<file path="config.mk">
export PLATFORM = sky130hd
export DESIGN_NAME = fsw_top
export DESIGN_NICKNAME = d
export VERILOG_FILES = /design/src/shared/fsw_pkg.sv /design/src/verilog/fsw_top.sv
export SDC_FILE = /design/constraint.sdc
export NUM_CORES = 1
export LEC_CHECK = 0
export ABC_AREA = 1
export CORE_AREA = 5 5 176 178
export DETAILED_ROUTE_END_ITERATION = 8
export DIE_AREA = 0 0 181 183
export DONT_BUFFER_PORTS = 1
export PLACE_DENSITY = 0.75
export SYNTH_ARGS = -nofsm -noshare
export SYNTH_HDL_FRONTEND = slang
export SYNTH_SLANG_ARGS = --single-unit
</file>
<file path="constraint.sdc">
create_clock -name SYS_CLK_IN -period 10.2 [get_ports SYS_CLK_IN]
set_clock_uncertainty 0.15 [all_clocks]
set_input_delay 0.51 -clock SYS_CLK_IN [delete_from_list [all_inputs] [get_ports SYS_CLK_IN]]
set_output_delay 0.51 -clock SYS_CLK_IN [all_outputs]
set_load 0.02 [all_outputs]
</file>
<file path="src/shared/fsw_pkg.sv">
package fsw_pkg;
   // register byte addresses
   localparam logic [11:0] ADDR_CTRL = 12'h000;
   localparam logic [11:0] ADDR_STAT = 12'h004;
   localparam logic [11:0] ADDR_CHK = 12'h008;
   localparam logic [11:0] ADDR_OUTD = 12'h00c;
   localparam logic [11:0] ADDR_PRESET = 12'h010;
   localparam logic [11:0] ADDR_TIME_LO = 12'h014;
   localparam logic [11:0] ADDR_TIME_HI = 12'h018;
   localparam logic [11:0] ADDR_MULT = 12'h400;
   localparam logic [11:0] ADDR_IF_WD = 12'h410;
   localparam logic [11:0] ADDR_PD_WD = 12'h420;
   // field positions
   localparam int CTRL_PD_EN = 3;
   localparam int CTRL_IF_EN = 4;
   localparam int CHK_MBX = 0;
   localparam int CHK_PD = 1;
   localparam int CHK_TIME = 2;
   localparam int CHK_TIME_USED = 3;
   localparam int STAT_ERR = 3;
   localparam int STAT_PD_TRIG = 4;
   localparam int STAT_IF_TRIG = 5;
   // reset values
   localparam logic [15:0] MULT_RST = 16'h09c2;
   localparam logic [15:0] PD_WD_RST = 16'h03e8;
   localparam logic [15:0] IF_WD_RST = 16'h03e8;
   localparam logic [4:0] CTRL_EN_RST = 5'h18;
   // timing
   localparam int CLK_NS = 10;
   localparam int BASE_TICK_NS = 40;
   localparam int BASE_CYC = (BASE_TICK_NS + CLK_NS - 1) / CLK_NS;
   localparam logic [15:0] MULT_EXTRA = 16'h0002;
   localparam logic [63:0] TIME_INC = 64'(CLK_NS);
   typedef enum logic [2:0] {
      FSW_INIT = 3'h0,
      FSW_PREOP = 3'h1,
      FSW_SAFEOP = 3'h3,
      FSW_OP = 3'h2,
      FSW_BOOT = 3'h6
   } fsw_state_t;
endpackage

</file>
<file path="src/verilog/fsw_top.sv">
`timescale 1ns/1ps
`default_nettype none
module fsw_top #(
   parameter int IO_W = 8,
   parameter int TIME_W = 64
) (
   input wire logic SYS_CLK_IN, // 100 MHz clock
   input wire logic RESET_IN, // async reset, active high
   input wire logic PSEL_IN, // apb select
   input wire logic PENABLE_IN, // apb enable
   input wire logic PWRITE_IN, // apb direction
   input wire logic [11:0] PADDR_IN, // apb byte address
   input wire logic [31:0] PWDATA_IN, // apb write data
   output logic [31:0] PRDATA_OUT, // apb read data
   output logic PREADY_OUT, // apb ready
   output logic PSLVERR_OUT, // apb error on unmapped
   input wire logic PD_REQ_IN, // network process data access
   input wire logic MBX_REQ_IN, // network mailbox access
   input wire logic MBX_FT_IN, // mailbox access is file transfer
   input wire logic LPI_ACCESS_IN, // local interface access
   output logic PD_ACK_OUT, // process access accepted
   output logic MBX_ACK_OUT, // mailbox access accepted
   output logic REJECT_OUT, // access refused
   input wire logic [IO_W-1:0] IN_PINS_IN, // physical inputs
   output logic [IO_W-1:0] IN_IMAGE_OUT, // input image in memory
   output logic [IO_W-1:0] PHYS_OUT, // physical outputs
   output fsw_pkg::fsw_state_t STATE_OUT, // communication state
   output logic PD_WD_TRIG_OUT, // process watchdog tripped
   output logic IF_WD_TRIG_OUT, // interface watchdog tripped
   output logic [TIME_W-1:0] SYS_TIME_OUT // local system time, ns
);
   import fsw_pkg::*;

   fsw_state_t state_r;
   logic [2:0] req_state_r;
   logic req_r;
   logic err_r;
   logic pd_en_r, if_en_r;
   logic [3:0] chk_r;
   logic [15:0] mult_r, pd_lim_r, if_lim_r;
   logic [IO_W-1:0] out_data_r, preset_r, img_r;
   logic [IO_W-1:0] sync1_r, sync2_r, sync3_r, in_stab_r;
   logic [TIME_W-1:0] time_r;
   logic [31:0] prdata_r;
   logic pready_r, pslverr_r;
   logic [1:0] base_cnt_r;
   logic [15:0] tick_cnt_r, pd_cnt_r, if_cnt_r;
   logic wd_tick_r, pd_trig_r, if_trig_r;
   logic pd_ack_r, mbx_ack_r, rej_r;
   logic [IO_W-1:0] phys_r;

   logic acc, wr_done, mapped, pd_ok, mbx_ok, pd_wd_on, if_wd_on, legal;
   logic [31:0] rd_mux;
   logic [63:0] time64;

   assign acc = PSEL_IN & PENABLE_IN;
   assign wr_done = acc & pready_r & PWRITE_IN;
   assign time64 = 64'(time_r);
   assign pd_wd_on = pd_en_r & (pd_lim_r != 16'h0000);
   assign if_wd_on = if_en_r & (if_lim_r != 16'h0000);
   assign pd_ok = (state_r == FSW_SAFEOP) | (state_r == FSW_OP);
   assign mbx_ok = pd_ok | (state_r == FSW_PREOP) | ((state_r == FSW_BOOT) & MBX_FT_IN);

   always_comb begin
      mapped = 1'b1;
      rd_mux = 32'h0000_0000;
      unique case (PADDR_IN)
         ADDR_CTRL: rd_mux = {27'h0, if_en_r, pd_en_r, req_state_r};
         ADDR_STAT: rd_mux = {26'h0, if_trig_r, pd_trig_r, err_r, state_r};
         ADDR_CHK: rd_mux = {28'h0, chk_r};
         ADDR_OUTD: rd_mux = 32'(out_data_r);
         ADDR_PRESET: rd_mux = 32'(preset_r);
         ADDR_TIME_LO: rd_mux = time64[31:0];
         ADDR_TIME_HI: rd_mux = time64[63:32];
         ADDR_MULT: rd_mux = {16'h0, mult_r};
         ADDR_IF_WD: rd_mux = {16'h0, if_lim_r};
         ADDR_PD_WD: rd_mux = {16'h0, pd_lim_r};
         default: mapped = 1'b0;
      endcase
   end

   // two-cycle access: ready is registered, write lands at the ready edge
   always_ff @(posedge SYS_CLK_IN or posedge RESET_IN) begin
      if (RESET_IN) begin
         pready_r <= 1'b0;
         pslverr_r <= 1'b0;
         prdata_r <= 32'h0000_0000;
      end else begin
         pready_r <= acc & ~pready_r;
         pslverr_r <= acc & ~pready_r & ~mapped;
         if (acc & ~pready_r & ~PWRITE_IN) begin
            prdata_r <= rd_mux;
         end
      end
   end

   always_ff @(posedge SYS_CLK_IN or posedge RESET_IN) begin
      if (RESET_IN) begin
         req_r <= 1'b0;
         req_state_r <= 3'h0;
         pd_en_r <= CTRL_EN_RST[CTRL_PD_EN];
         if_en_r <= CTRL_EN_RST[CTRL_IF_EN];
         chk_r <= 4'h0;
         out_data_r <= '0;
         preset_r <= '0;
         mult_r <= MULT_RST;
         pd_lim_r <= PD_WD_RST;
         if_lim_r <= IF_WD_RST;
      end else begin
         req_r <= wr_done & (PADDR_IN == ADDR_CTRL);
         if (wr_done) begin
            unique case (PADDR_IN)
               ADDR_CTRL: begin
                  req_state_r <= PWDATA_IN[2:0];
                  pd_en_r <= PWDATA_IN[CTRL_PD_EN];
                  if_en_r <= PWDATA_IN[CTRL_IF_EN];
               end
               ADDR_CHK: chk_r <= PWDATA_IN[3:0];
               ADDR_OUTD: out_data_r <= PWDATA_IN[IO_W-1:0];
               ADDR_PRESET: preset_r <= PWDATA_IN[IO_W-1:0];
               ADDR_MULT: mult_r <= PWDATA_IN[15:0];
               ADDR_IF_WD: if_lim_r <= PWDATA_IN[15:0];
               ADDR_PD_WD: pd_lim_r <= PWDATA_IN[15:0];
               default: ;
            endcase
         end
      end
   end

   // legality of the requested change, including its configuration checks
   always_comb begin
      legal = 1'b0;
      unique case (state_r)
         FSW_INIT: legal = (req_state_r == FSW_INIT) | (req_state_r == FSW_BOOT)
            | ((req_state_r == FSW_PREOP) & chk_r[CHK_MBX]);
         FSW_PREOP: legal = (req_state_r == FSW_INIT) | (req_state_r == FSW_PREOP)
            | ((req_state_r == FSW_SAFEOP) & chk_r[CHK_PD]
            & (~chk_r[CHK_TIME_USED] | chk_r[CHK_TIME]));
         FSW_SAFEOP: legal = (req_state_r != FSW_BOOT);
         FSW_OP: legal = (req_state_r != FSW_BOOT);
         FSW_BOOT: legal = (req_state_r == FSW_INIT) | (req_state_r == FSW_BOOT);
         default: legal = 1'b0;
      endcase
      if ((req_state_r == 3'h4) | (req_state_r == 3'h5) | (req_state_r == 3'h7)) begin
         legal = 1'b0;
      end
   end

   always_ff @(posedge SYS_CLK_IN or posedge RESET_IN) begin
      if (RESET_IN) begin
         state_r <= FSW_INIT;
         err_r <= 1'b0;
      end else if (req_r) begin
         err_r <= ~legal;
         if (legal) begin
            state_r <= fsw_state_t'(req_state_r);
         end
      end
   end

   // pins pass three flops; a level counts once the last two agree
   always_ff @(posedge SYS_CLK_IN or posedge RESET_IN) begin
      if (RESET_IN) begin
         sync1_r <= '0;
         sync2_r <= '0;
         sync3_r <= '0;
         in_stab_r <= '0;
         img_r <= '0;
      end else begin
         sync1_r <= IN_PINS_IN;
         sync2_r <= sync1_r;
         sync3_r <= sync2_r;
         if (sync2_r == sync3_r) begin
            in_stab_r <= sync3_r;
         end
         // copy lands on the same edge the state turns safe_operational_state
         if (pd_ok | (req_r & legal & (state_r == FSW_PREOP)
               & (req_state_r == FSW_SAFEOP))) begin
            img_r <= in_stab_r;
         end
      end
   end

   always_ff @(posedge SYS_CLK_IN or posedge RESET_IN) begin
      if (RESET_IN) begin
         base_cnt_r <= 2'h0;
         tick_cnt_r <= 16'h0;
         wd_tick_r <= 1'b0;
      end else begin
         wd_tick_r <= 1'b0;
         base_cnt_r <= (base_cnt_r == 2'(BASE_CYC - 1)) ? 2'h0 : base_cnt_r + 2'h1;
         if (base_cnt_r == 2'(BASE_CYC - 1)) begin
            if (tick_cnt_r >= mult_r + MULT_EXTRA - 16'h1) begin
               tick_cnt_r <= 16'h0;
               wd_tick_r <= 1'b1;
            end else begin
               tick_cnt_r <= tick_cnt_r + 16'h1;
            end
         end
      end
   end

   // tick phase is free-running, so a timeout lands within one tick early
   always_ff @(posedge SYS_CLK_IN or posedge RESET_IN) begin
      if (RESET_IN) begin
         pd_cnt_r <= 16'h0;
         pd_trig_r <= 1'b0;
      end else if (PD_REQ_IN & pd_ok) begin
         pd_cnt_r <= 16'h0;
         pd_trig_r <= 1'b0;
      end else if (~pd_wd_on) begin
         pd_cnt_r <= 16'h0;
         pd_trig_r <= 1'b0;
      end else if (wd_tick_r) begin
         if (pd_cnt_r >= pd_lim_r - 16'h1) begin
            pd_trig_r <= 1'b1;
         end else begin
            pd_cnt_r <= pd_cnt_r + 16'h1;
         end
      end
   end

   always_ff @(posedge SYS_CLK_IN or posedge RESET_IN) begin
      if (RESET_IN) begin
         if_cnt_r <= 16'h0;
         if_trig_r <= 1'b0;
      end else if (LPI_ACCESS_IN | ~if_wd_on) begin
         if_cnt_r <= 16'h0;
         if_trig_r <= 1'b0;
      end else if (wd_tick_r) begin
         if (if_cnt_r >= if_lim_r - 16'h1) begin
            if_trig_r <= 1'b1;
         end else begin
            if_cnt_r <= if_cnt_r + 16'h1;
         end
      end
   end

   always_ff @(posedge SYS_CLK_IN or posedge RESET_IN) begin
      if (RESET_IN) begin
         pd_ack_r <= 1'b0;
         mbx_ack_r <= 1'b0;
         rej_r <= 1'b0;
         phys_r <= '0;
      end else begin
         pd_ack_r <= PD_REQ_IN & pd_ok;
         mbx_ack_r <= MBX_REQ_IN & mbx_ok;
         rej_r <= (PD_REQ_IN & ~pd_ok) | (MBX_REQ_IN & ~mbx_ok);
         if (pd_trig_r | if_trig_r) begin
            phys_r <= preset_r;
         end else if ((state_r == FSW_OP) | ((state_r == FSW_SAFEOP) & ~pd_wd_on)) begin
            phys_r <= out_data_r;
         end else begin
            phys_r <= preset_r;
         end
      end
   end

   always_ff @(posedge SYS_CLK_IN or posedge RESET_IN) begin
      if (RESET_IN) begin
         time_r <= '0;
      end else if (wr_done & (PADDR_IN == ADDR_TIME_LO)) begin
         time_r <= TIME_W'({time64[63:32], PWDATA_IN});
      end else if (wr_done & (PADDR_IN == ADDR_TIME_HI)) begin
         time_r <= TIME_W'({PWDATA_IN, time64[31:0]});
      end else begin
         time_r <= time_r + TIME_W'(TIME_INC);
      end
   end

   assign PRDATA_OUT = prdata_r;
   assign PREADY_OUT = pready_r;
   assign PSLVERR_OUT = pslverr_r;
   assign PD_ACK_OUT = pd_ack_r;
   assign MBX_ACK_OUT = mbx_ack_r;
   assign REJECT_OUT = rej_r;
   assign IN_IMAGE_OUT = img_r;
   assign PHYS_OUT = phys_r;
   assign STATE_OUT = state_r;
   assign PD_WD_TRIG_OUT = pd_trig_r;
   assign IF_WD_TRIG_OUT = if_trig_r;
   assign SYS_TIME_OUT = time_r;
endmodule
`default_nettype wire
</file>
; ---- After elaboration in Yosys (flattened, before gate mapping)
; Cells that the tools add are included.
[classes]
addsub = 9
order_cmp = 3
eq_ne = 27
mux = 26
bitwise = 47
reduce_logical = 21
[ops]
columns = cell, count
row1 = one-hot mux 32 bit (10 select lines), 1
row2 = two-way mux 16 bit, 8
row3 = adder 64 x 4 -> 64 bit (second input constant), 1
row4 = two-way mux 64 bit, 1
row5 = adder 16 x 1 -> 16 bit (second input constant), 3
row6 = greater-or-equal comparator 16 bit, 3
row7 = subtractor 16 x 1 -> 16 bit (second input constant), 3
row8 = equality test 12 x 11 -> 1 bit (second input constant), 3
row9 = equality test 12 x 5 -> 1 bit (second input constant), 3
row10 = two-way mux 32 bit, 1
row11 = nonzero test 16 bit, 2
row12 = equality test 12 x 4 -> 1 bit (second input constant), 2
row13 = AND reduction 2 bit, 12
row14 = AND 1 bit, 23
row15 = adder 16 x 2 -> 16 bit (second input constant), 1
row16 = two-way mux 8 bit, 2
row17 = equality test 3 bit (second input constant), 5
row18 = bitwise OR 1 bit, 15
row19 = equality test 12 x 3 -> 1 bit (second input constant), 1
row20 = logical NOT 12 bit, 1
row21 = two-way mux 1 bit, 11
row22 = OR reduction 10 bit, 1
row23 = equality test 3 x 2 -> 1 bit (second input constant), 3
row24 = NOT 1 bit, 9
row25 = other kinds (13), 18
[totals]
reg_bits = 280
input_bits = 61

; ---- Longest topological paths before layout
; Gate-level depths: netlist of run 1.
[depth]
ltp_word = 10
mapped_depth = 19
depth_no_buf = 18

; ---- Least setup slack after synthesis of run 1
; Ideal clock, no wire load.
[synth_timing]
path_type = register -> register
start = register mult_r[1]
end = register tick_cnt_r[15]
arrival_ns = 2.912
slack_ns = 7.007
path_stages_with_launch = 19
path_buffers = 1
synth_period_minus_slack_ns = 3.193
path_cell_list = dfstp_2 > ha_1 > nand2_1 > nor2_1 > nand3_1 > nor2_1 > nand3_1 > nor2_1 > nand3_1 > xor2_1 > ha_1 > nand2_1 > nor3_1 > nand3_1 > nand3_1 > nand2_1 > inv_1 > buf_1 > nor2_1
[synth_via]
elab_chain_cells = 4
[synth_rtl]
columns = element, line_no
row1 = from (decl), fsw_top.sv:40  ; logic [15:0] mult_r, pd_lim_r, if_lim_r;
row2 = from (signal assigned), fsw_top.sv:121  ; ADDR_MULT: mult_r <= PWDATA_IN[15:0];
row3 = adder 16 x 2 -> 16 bit, fsw_top.sv:193  ; if (tick_cnt_r >= mult_r + MULT_EXTRA - 16'h1) begin
row4 = subtractor 16 x 1 -> 16 bit, fsw_top.sv:193
row5 = greater-or-equal comparator 16 bit, fsw_top.sv:193
row6 = two-way mux 16 bit, fsw_top.sv:193
row7 = to (signal assigned), fsw_top.sv:197  ; tick_cnt_r <= tick_cnt_r + 16'h1;
row8 = to (decl), fsw_top.sv:47  ; logic [15:0] tick_cnt_r, pd_cnt_r, if_cnt_r;
; Every way passes these cells.
; A chain may end at the register's enable or synchronous reset.

; ---- Final worst setup path of run 1
[layout_timing]
start = register pready_r, in the netlist PREADY_OUT
end = register time_r[60], in the netlist SYS_TIME_OUT[60]
[layout_via]
elab_chain_cells = 4
elab_cells_between_ends = 5
[layout_rtl]
columns = element, line_no
row1 = from (decl), fsw_top.sv:45  ; logic pready_r, pslverr_r;
row2 = from (signal assigned), fsw_top.sv:89  ; pready_r <= acc & ~pready_r;
row3 = AND 1 bit * (2 in a row), fsw_top.sv:57  ; assign wr_done = acc & pready_r & PWRITE_IN;
row4 = AND 1 bit, fsw_top.sv:264  ; end else if (wr_done & (PADDR_IN == ADDR_TIME_HI)) begin
row5 = two-way mux 64 bit, fsw_top.sv:264
row6 = to (signal assigned), fsw_top.sv:263  ; time_r <= TIME_W'({time64[63:32], PWDATA_IN});
row7 = to (signal assigned), fsw_top.sv:265  ; time_r <= TIME_W'({PWDATA_IN, time64[31:0]});
row8 = to (signal assigned), fsw_top.sv:267  ; time_r <= time_r + TIME_W'(TIME_INC);
row9 = to (decl), fsw_top.sv:43  ; logic [TIME_W-1:0] time_r;
; Mark *: on every way between the ends. The rest lies on a longest branch, timed or not. The select of a mux whose other input is x is not followed.

==> flow_summary.toml, run 1 <==
[run_status]
status = "complete, no violations"

[pwr]
power.density_mw_per_mm2 = 145.8
vdd_ir_drop_max_mv = 0.1318
finalPower_mw = 2.784
p_leak_nw = 9.237

[global_route]
grt_pass1_wl_um = 89710
grt_max_degree = 179
antenna_found_initial = 3
grt_pass1_vias = 16190
grt_usage_pct = 33.98
grt_overflow = 0

[setup_path]
ff2ff_path_depth = 7
crit_path_max_fanout = 30
path_class = "reg -> reg"
startpoint_type = "register"
cp_data_arrival_time_ns = 4.02
cp_top_family = "simple AND/OR/NAND/NOR gates"
cp-end-kind = "register"
crit_cells = 7
slowest_stage = "inv_2"
cp.required_ns = 10.50
rrSetupSlack_ns = 6.49
r2r-end = "SYS_TIME_OUT[60]"
path_buf_inv = 2
slowest_delay_ns = 0.99
cp_cell_sequence = "inv_1, nor3_4, nand4_2, inv_2, nand2_1, o21ai_1, o21bai_1"
worstReg2RegStart = "PREADY_OUT"

[clock_tree]
clk_pin_slew_ns = 0.06
postCtsHoldBufs = 30
cts-resized-gates = 0
clkLatencyLatePin_ns = 0.54
clockBufferDepth = 3
post-cts-setup-buffers = 0
htree_levels = 2
cts_tree = "built"
cts_sinks = 280
cts_inserted_buffers = 34
cts-root-buf = "clkbuf_16"

[logic_synthesis]
yosys.area.top_type = "dfrtp_1"
synth_cell_types = 43
netlist_instances = 2431
seq_area_frac_synth_pct = 40.72
synth_ff_type = "dfrtp_1"
syn_area_sq_mm = 0.01727
syn_avg_cell_area_sq_um = 7.103
synth_warnings = 0
synth.area.top_cells = "dfrtp_1 38%, nand2_1 17%, nand3_1 6.4%"
syn_nets = 2548
synth_edf_count = 0
synth_top_area_share_pct = 37.83
async_flop_share_pct = 100.0
ys_ff_latch = 280

[worst_hold_path]
whs_path_depth = 2
hold_path_end = "REJECT_OUT"
worstHoldStart = "PD_REQ_IN"
hold_class = "in -> reg"

[layout]
insertedDiodeCount = 0
syn_to_final_growth_pct = 10.57
nets = 2560
fin_util_pct = 65.28
drive_gt1_share_pct = 4.577

[place]
dpl.hpwl_um = 42130
place_congestion = 0.9709
port_buffers = 0

[sta]
hold_viol = 0
fin_crit_sh_pct = 36.38
min_period_ns = 3.711
slew_violations = 0
rsz0062_at_grt = "false"
worst_slew_pin_slew_ns = 1.102
max_freq_mhz = 269.5
finalSetupTns_ns = 0
report.final.setup_viol = 0
maxSlewHeadroom_pct = 26.04

[routing]
routedWlPerCell_um = 19.98
post-route-drc-count = 0
drtPass1Iterations = 6
ant_nets = 0
routed_wl_um = 57120
viasPerCell = 5.838
drt-initial-drc-count = 1555
vias = 16690

[die]
coreArea_sq_mm = 0.02924
die_h_um = 183
std_cell_rows = 63
die_w_um = 181
start_util_pct = 59.04
die_area_sq_mm = 0.03312
io_pins = 183

[job]
cap_violations = 0
kinds of logic (layout without fill, tap and decap cells):
group	after synthesis	in the layout	share of synthesized area (%)
muxes	1	1	0.05797
buffers and inverters	339	377	7.761
adders and majority gates	56	56	4.058
and+or+nand+nor	1389	1389	33.58
xor gates and xnor gates	111	111	5.630
AOI/OAI and AO/OA	255	255	8.196
DFF	280	280	40.72
final cells by class:
cell class | instances | area (sq um)
fillers | 2574 | 10150
clock buffers | 48 | 1003
flip-flops and latches | 280 | 7030
well taps | 390 | 488.0
repair buffers | 35 | 350.3
clock inverters | 14 | 264.0
multi-input cells | 1812 | 8896
inverters | 280 | 1060
cell usage after synthesis (3+ instances only):
cell type    n
xnor2_1     27
nor3_1      39
nand4_1     42
o211ai_1    16
o22ai_1     28
nand3_1    221
nor2_1     285
inv_2        5
o21bai_1     9
buf_6        4
dfrtp_1    261
inv_1      270
buf_2       17
nand3_2      4
ha_1        56
and2_1       3
nor2_2       5
nand3b_1     5
a21oi_1     27
buf_1        6
o21ai_0    152
o221ai_1     6
clkbuf_1    28
o21ai_1      9
nand2_1    766
nand2_2      9
clkinv_1     4
buf_4        4
xor2_1      84
dfstp_2     19
registers in the layout, summed over array words and instances, names as in the netlist, 2 cells and up:
register,flops
tick_cnt_r,16
in_stab_r,8
PHYS_OUT,8
sync2_r,8
mult_r,16
IN_IMAGE_OUT,8
sync3_r,8
base_cnt_r,2
PRDATA_OUT,32
preset_r,8
out_data_r,8
pd_cnt_r,16
sync1_r,8
if_lim_r,16
STATE_OUT,3
req_state_r,3
chk_r,4
SYS_TIME_OUT,64
if_cnt_r,16
pd_lim_r,16
power by group:
group / switching [mW] / total, mW / leakage (nW) / internal (mW)
sequential: 0.0921 / 1.23 / 3.69 / 1.14
clock: 0.515 / 1.36 / 0.623 / 0.848
combinational: 0.133 / 0.189 / 4.93 / 0.0559
metal layers:
metal | routed length (um) | global-route usage (%) | vias to the layer above
met2 | 26100 | 54.97 | 854
met1 | 22430 | 44.56 | 7824
li1 | - | - | 7811
met3 | 5898 | 8.152 | 195
met4 | 2650 | 13.54 | 6
met5 | 46 | 0 | -
per-stage QoR:
stage	setup WS, ns	instances	area, sq um	hold slack [ns]
2_1_floorplan	1.849	2431	17270	0.1812
6_report	6.489	2859	19090	0.03047
5_1_grt	6.282	2859	19090	0.04596
3_3_place_gp	6.755	2767	17520	0.1827
3_5_place_dp	6.661	2767	17520	0.1847
4_1_cts	6.651	2859	19090	0.01761
cell usage in the layout, fill, tap and decap left out, drive strengths merged:
cell type and instances:
inv 277, nor3b 2, o221ai 6, buf 5, clkinvlp 1, a31oi 1
xor2 84, nand3 225, nand4 43, nor2 292, and2 3, a21oi 27
a21o 2, ha 56, o21ai 161, nand2 775, nor3 42, dfrtp 261
o21bai 9, dlygate4sd3 30, xnor2 27, dfstp 19, a211oi 2, a21boi 1
o211ai 16, mux2i 1, nand3b 5, clkinv 10, nor4 2, bufinv 6
o21a 2, o22ai 28, clkbuf 48
worst max path at each step:
stage	start	to	slack, ns
5_1_grt	mult_r[1]	tick_cnt_r[13]	6.28
3_5_place_dp	PREADY_OUT	SYS_TIME_OUT[48]	6.66
6_report	PREADY_OUT	SYS_TIME_OUT[60]	6.49
4_1_cts	PREADY_OUT	SYS_TIME_OUT[48]	6.65
2_1_floorplan	RESET_IN	IF_WD_TRIG_OUT	1.85
3_3_place_gp	PREADY_OUT	SYS_TIME_OUT[48]	6.75
Note: power is estimated with default switching activity, not from simulation.
==> run 2, diff against run 1 <==
==> constraint.sdc (replaced) <==
create_clock -name SYS_CLK_IN -period 3.7 [get_ports SYS_CLK_IN]
set_clock_uncertainty 0.15 [all_clocks]
set_input_delay 0.185 -clock SYS_CLK_IN [delete_from_list [all_inputs] [get_ports SYS_CLK_IN]]
set_output_delay 0.185 -clock SYS_CLK_IN [all_outputs]
set_load 0.02 [all_outputs]
==> run 2 against run 1 <==
Largest cell class unchanged; critical path type unchanged; worst setup slack worse by 6.2 ns; via count up 1.8%; power rose to 2.6 times the previous value; critical endpoint is now tick_cnt_r[7]; sequential share of layout area down 0.49 points; worst hold slack better by 0.011 ns; flip-flop and latch count unchanged; combinational power rose to 2.9 times the previous value; highest routed layer unchanged; routed wire length down 1.0%; sequential power rose to 2.8 times the previous value.
==> flow_summary.toml, run 2 (same netlist as run 1, synthesis figures left out) <==
[setup_path]
slowest_stage = "dfstp_2"
crit_path_max_fanout = 15
slowest_delay_ns = 0.56
crit_end = "tick_cnt_r[7]"
cp_data_arrival_time_ns = 3.67
r2r-end = "tick_cnt_r[7]"
cp_cell_sequence = "ha_1, nand2_1, nor2_1, nand3_1, nor2_1, nand3_1, nor2_1, nand3_1, xor2_1, ha_1, nand2_1, o21ai_0, a21oi_1, nand3_1, nand2_1, clkinvlp_4, nor2_1"
cp-end-kind = "register"
startpoint_type = "register"
crit_path_start = "mult_r[1]"
worstReg2RegStart = "mult_r[1]"
ff2ff_path_depth = 17
cp.required_ns = 3.98
path_class = "reg -> reg"
rrSetupSlack_ns = 0.32

[clock_tree]
htree_levels = 2
clkLatencyLatePin_ns = 0.52
clk_pin_slew_ns = 0.06
cts_tree = "built"
cts-root-buf = "clkbuf_16"
cts_inserted_buffers = 34
cts_sinks = 280
clockBufferDepth = 3

[place]
dpl.hpwl_um = 41920
placed_area_sq_mm = 0.01768
place_congestion = 1.013
port_buffers = 0

[sta]
min_period_ns = 3.383
maxSlewHeadroom_pct = 18.11
max_freq_mhz = 295.6
report.final.setup_viol = 0
hold_viol = 0
fin_crit_sh_pct = 91.42
worst_slew_pin_slew_ns = 1.227
slew_violations = 0

[worst_hold_path]
hold_class = "in -> reg"
worstHoldStart = "PADDR_IN[0]"
whs_path_depth = 8

[die]
std_cell_rows = 63
start_util_pct = 59.04
coreArea_sq_mm = 0.02924
die_area_sq_mm = 0.03312
die_h_um = 183
die_w_um = 181
io_pins = 183

[layout]
final_cell_mix = "766 x nand2_1, 284 x nor2_1, 268 x inv_1, 261 x dfrtp_1, 221 x nand3_1"
seq_area_sq_mm = 0.007030
insertedDiodeCount = 0
multi_input_area_sq_mm = 0.008904
drive_gt1_share_pct = 5.137
nets = 2604
syn_to_final_growth_pct = 12.05
fin_util_pct = 66.16
largest_register_ffs = 64
final_area_sq_mm = 0.01935
fillers = 2584
layout_commonest_cell = "nand2_1"

[routing]
routed_wl_um = 56540
viasPerCell = 5.856
ant_nets = 0
routedWlPerCell_um = 19.49
post-route-drc-count = 0
drt-initial-drc-count = 1762
drtPass1Iterations = 8
vias = 16990

[global_route]
grt_pass1_wl_um = 88960
grt_overflow = 0
antenna_found_initial = 1
grt_max_degree = 144
grt_usage_pct = 33.39
grt_pass1_vias = 16490

[job]
cap_violations = 0

[pwr]
intPower_mw = 5.320
p_leak_nw = 9.345
pwr-share-clk_pct = 45.9
power.density_mw_per_mm2 = 376.3
seqPwrFrac_pct = 46.6
sw_frac_of_total_pct = 26.92
combPwrFrac_pct = 7.5
vdd_ir_drop_max_mv = 0.4392
switchingPower_mw = 1.960

[run_status]
status = "complete, no violations"
run 2: critical path: cells and delay by family, from the launching register on:
| kind | cells | cell delay, ns |
|---|---|---|
| compound gates | 2 | 0.23 |
| flops | 1 | 0.56 |
| fa+ha+maj | 2 | 0.47 |
| buf+inv | 1 | 0.28 |
| xor+xnor | 1 | 0.16 |
| simple gates | 11 | 1.46 |
run 2: cell type report:
class,count,share of cell area (%)
flip-flops and latches,280,36.34
repair buffers,79,3.906
clock inverters,10,0.6144
multi-input cells,1812,46.02
clock buffers,50,5.122
well taps,390,2.522
inverters,280,5.478
run 2: power by group through the flow:
stage	combinational [mW]	sequential (mW)	clock, mW
after floorplan	0.348	3.36	0
after global placement	0.468	3.44	0
after detailed placement	0.477	3.44	0
after CTS	0.533	3.39	3.37
after global routing	0.600	3.40	3.51
final	0.548	3.39	3.34
run 2: timing repair:
| action | 4_1_cts | 5_1_grt |
|---|---|---|
| resized for setup | 0 | 3 |
| endpoints found under the hold margin | 342 | 0 |
| endpoints found under the setup margin | 0 | 15 |
| buffers inserted | 0 | 0 |
| hold buffers | 55 | 0 |
run 2: metal layers:
layer  global-route usage [%]  share of wire [%]  wire, um  vias to the layer above
met5                        0              0.023        13                        -
met4                    11.59                3.6      2044                        2
met3                    8.033                 10      5771                      162
met2                    55.78                 47     26550                      850
met1                    43.00                 39     22160                     8066
li1                         -                  -         -                     7907
run 2: worst min-delay path by stage:
stage                       endpoint  slack, ns
CTS                 SYS_TIME_OUT[44]      0.008
floorplan                 sync1_r[0]       0.07
finish              SYS_TIME_OUT[44]       0.04
global placement    SYS_TIME_OUT[46]      -0.08
global route              sync1_r[7]       0.08
detailed placement  SYS_TIME_OUT[46]      -0.08
run 2: per-stage QoR:
step / setup WS [ns] / hold slack [ns] / TNS [ns] / std cells / power (mW)
finish: 0.3175 / 0.04138 / 0 / 2901 / 7.281
global route: -0.01238 / 0.07806 / -0.01238 / 2901 / 7.507
detailed placement: 0.1804 / -0.07830 / 0 / 2786 / 3.916
CTS: 0.1511 / 0.008000 / 0 / 2901 / 7.287
floorplan: -0.3268 / 0.06643 / -85.30 / 2431 / 3.707
global placement: 0.3718 / -0.07926 / 0 / 2786 / 3.905
==> run 3, diff against run 2 <==
--- a/config.mk
+++ b/config.mk
@@ -10,7 +10,8 @@
 export DETAILED_ROUTE_END_ITERATION = 8
 export DIE_AREA = 0 0 181 183
 export DONT_BUFFER_PORTS = 1
-export PLACE_DENSITY = 0.75
+export PLACE_DENSITY_LB_ADDON = 0.1
+export SETUP_SLACK_MARGIN = 0.4
 export SYNTH_ARGS = -nofsm -noshare
 export SYNTH_HDL_FRONTEND = slang
 export SYNTH_SLANG_ARGS = --single-unit
==> run 3 against run 2 <==
Design area increased by 0.52%; first-iteration DRC count decreased by 3.0%; core utilization increased by 0.35 points; power decreased by 1.3%; sequential power about the same; via count decreased by 0.15%; routed wire length increased by 0.58%; critical endpoint is now tick_cnt_r[12].
==> flow_summary.toml, run 3 (same netlist as run 1, synthesis figures left out) <==
[routing]
routedWlPerCell_um = 19.54
ant_nets = 0
post-route-drc-count = 0
viasPerCell = 5.827
drt-initial-drc-count = 1710
drtPass1Iterations = 8
routed_wl_um = 56870
vias = 16960

[global_route]
grt_pass1_vias = 16260
antenna_found_initial = 1
grt_pass1_wl_um = 89690
grt_usage_pct = 33.84
grt_max_degree = 137
grt_overflow = 0

[sta]
timing.final.ws_setup_ns = 0.5259
fin_crit_sh_pct = 85.79
maxSlewHeadroom_pct = 34.75
max_freq_mhz = 315.1
rsz0062_at_grt = "true"
whs_ns = 0.01863
report.final.setup_viol = 0
worst_slew_pin_slew_ns = 0.9787
slew_violations = 0
hold_viol = 0
min_period_ns = 3.174

[die]
start_util_pct = 59.04
die_h_um = 183
coreArea_sq_mm = 0.02924
die_area_sq_mm = 0.03312
die_w_um = 181
io_pins = 183
std_cell_rows = 63

[setup_path]
startpoint_type = "register"
cp_data_arrival_time_ns = 3.43
cp-end-kind = "register"
crit_path_max_fanout = 8
cp.required_ns = 3.95
rrSetupSlack_ns = 0.53
path_class = "reg -> reg"

[pwr]
power.density_mw_per_mm2 = 369.5
vdd_ir_drop_max_mv = 0.3658
p_leak_nw = 9.352
finalPower_mw = 7.187

[place]
port_buffers = 0
place_congestion = 1.012
post-place-ws_ns = 0.2297
dpl.hpwl_um = 42090

[layout]
drive_gt1_share_pct = 6.151
layout_commonest_cell = "nand2_1"
final_cell_mix = "762 x nand2_1, 275 x nor2_1, 268 x inv_1, 261 x dfrtp_1, 219 x nand3_1"
largest_register_ffs = 64
fin_util_pct = 66.50
syn_to_final_growth_pct = 12.64
nets = 2611

[clock_tree]
clkLatencyLatePin_ns = 0.54
clockBufferDepth = 3
htree_levels = 2
clk_pin_slew_ns = 0.06
cts_tree = "built"
cts-root-buf = "clkbuf_16"
cts_sinks = 280
cts_inserted_buffers = 34

[worst_hold_path]
hold_class = "in -> reg"

[job]
cap_violations = 0

[run_status]
status = "complete, no violations"
-- run 3: cell count changes in the layout (fill, tap and decap cells not counted), moves of 3 or more --
cell / before / now
nor2_2: 6 / 12
buf_4: 22 / 28
nand2_1: 766 / 762
nor2_1: 284 / 275
clkbuf_8: 8 / 4
clkinvlp_4: 2 / 5
nor2_4: 2 / 5
-- run 3: worst max-delay path, cell delays in order, from the launching register on --
cell        delay, ns
dfstp_2          0.57
ha_4             0.15
nand2_2          0.07
nor2_4           0.14
nand3_2          0.12
nor2_4           0.15
nand3_2          0.09
nor2_2           0.15
nand3_1          0.09
xor2_1           0.16
ha_1             0.30
nand2_2          0.07
nor3_2           0.21
nand3_1          0.11
nand3_1          0.13
nand2_2          0.12
clkinvlp_4       0.21
nor2_1           0.07
-- run 3: final cells by class --
type / instances / area, sq um
Fill cell: 2608 / 9796
Clock inverter: 14 / 130.1
Timing Repair Buffer: 85 / 793.3
Inverter: 280 / 1060
Tap cell: 390 / 488.0
Antenna cell: 1 / 2.502
Multi-Input combinational cell: 1812 / 8994
Timing Repair inverter: 1 / 7.507
Clock buffer: 48 / 943.4
Sequential cell: 280 / 7030
-- run 3: power breakdown --
group | internal [mW] | switching, mW
clock network | 1.87 | 1.38
logic | 0.172 | 0.369
registers | 3.14 | 0.247
-- run 3: final timing paths --
kind / cells past startpoint / startpoint / end
worst max-delay path: 17 / mult_r[1] / tick_cnt_r[12]
worst min-delay path: 8 / PADDR_IN[0] / SYS_TIME_OUT[44]
worst max register to register: 17 / mult_r[1] / tick_cnt_r[12]
worst min register to register: 0 / sync1_r[2] / sync2_r[2]
max in group asynchronous: 3 / RESET_IN / if_lim_r[14]
min in group asynchronous: 3 / RESET_IN / sync1_r[1]
-- run 3: through the flow --
step	instance area (sq um)	cells	TNS [ns]
after floorplan	17270	2431	-85.30
after global placement	17680	2788	0
after detailed placement	17680	2788	0
after CTS	19310	2905	0
after global routing	19450	2911	0
final	19450	2911	0
-- run 3: what timing repair did --
| item | CTS | global route |
|---|---|---|
| hold buffers | 54 | 0 |
| setup endpoints to repair | 15 | 48 |
| hold endpoints to repair | 408 | 0 |
| pin swaps | 0 | 16 |
| setup buffers | 0 | 5 |
| resized for setup | 4 | 27 |
| gates cloned | 1 | 0 |
-- run 3: metal layers --
metal  GRT usage, %  vias to the layer above  wire (um)
li1               -                     7918          -
met1          45.48                     8074      22990
met2          53.94                      804      25790
met3          7.676                      165       5515
met4          13.18                        0       2571
met5              0                        -          0
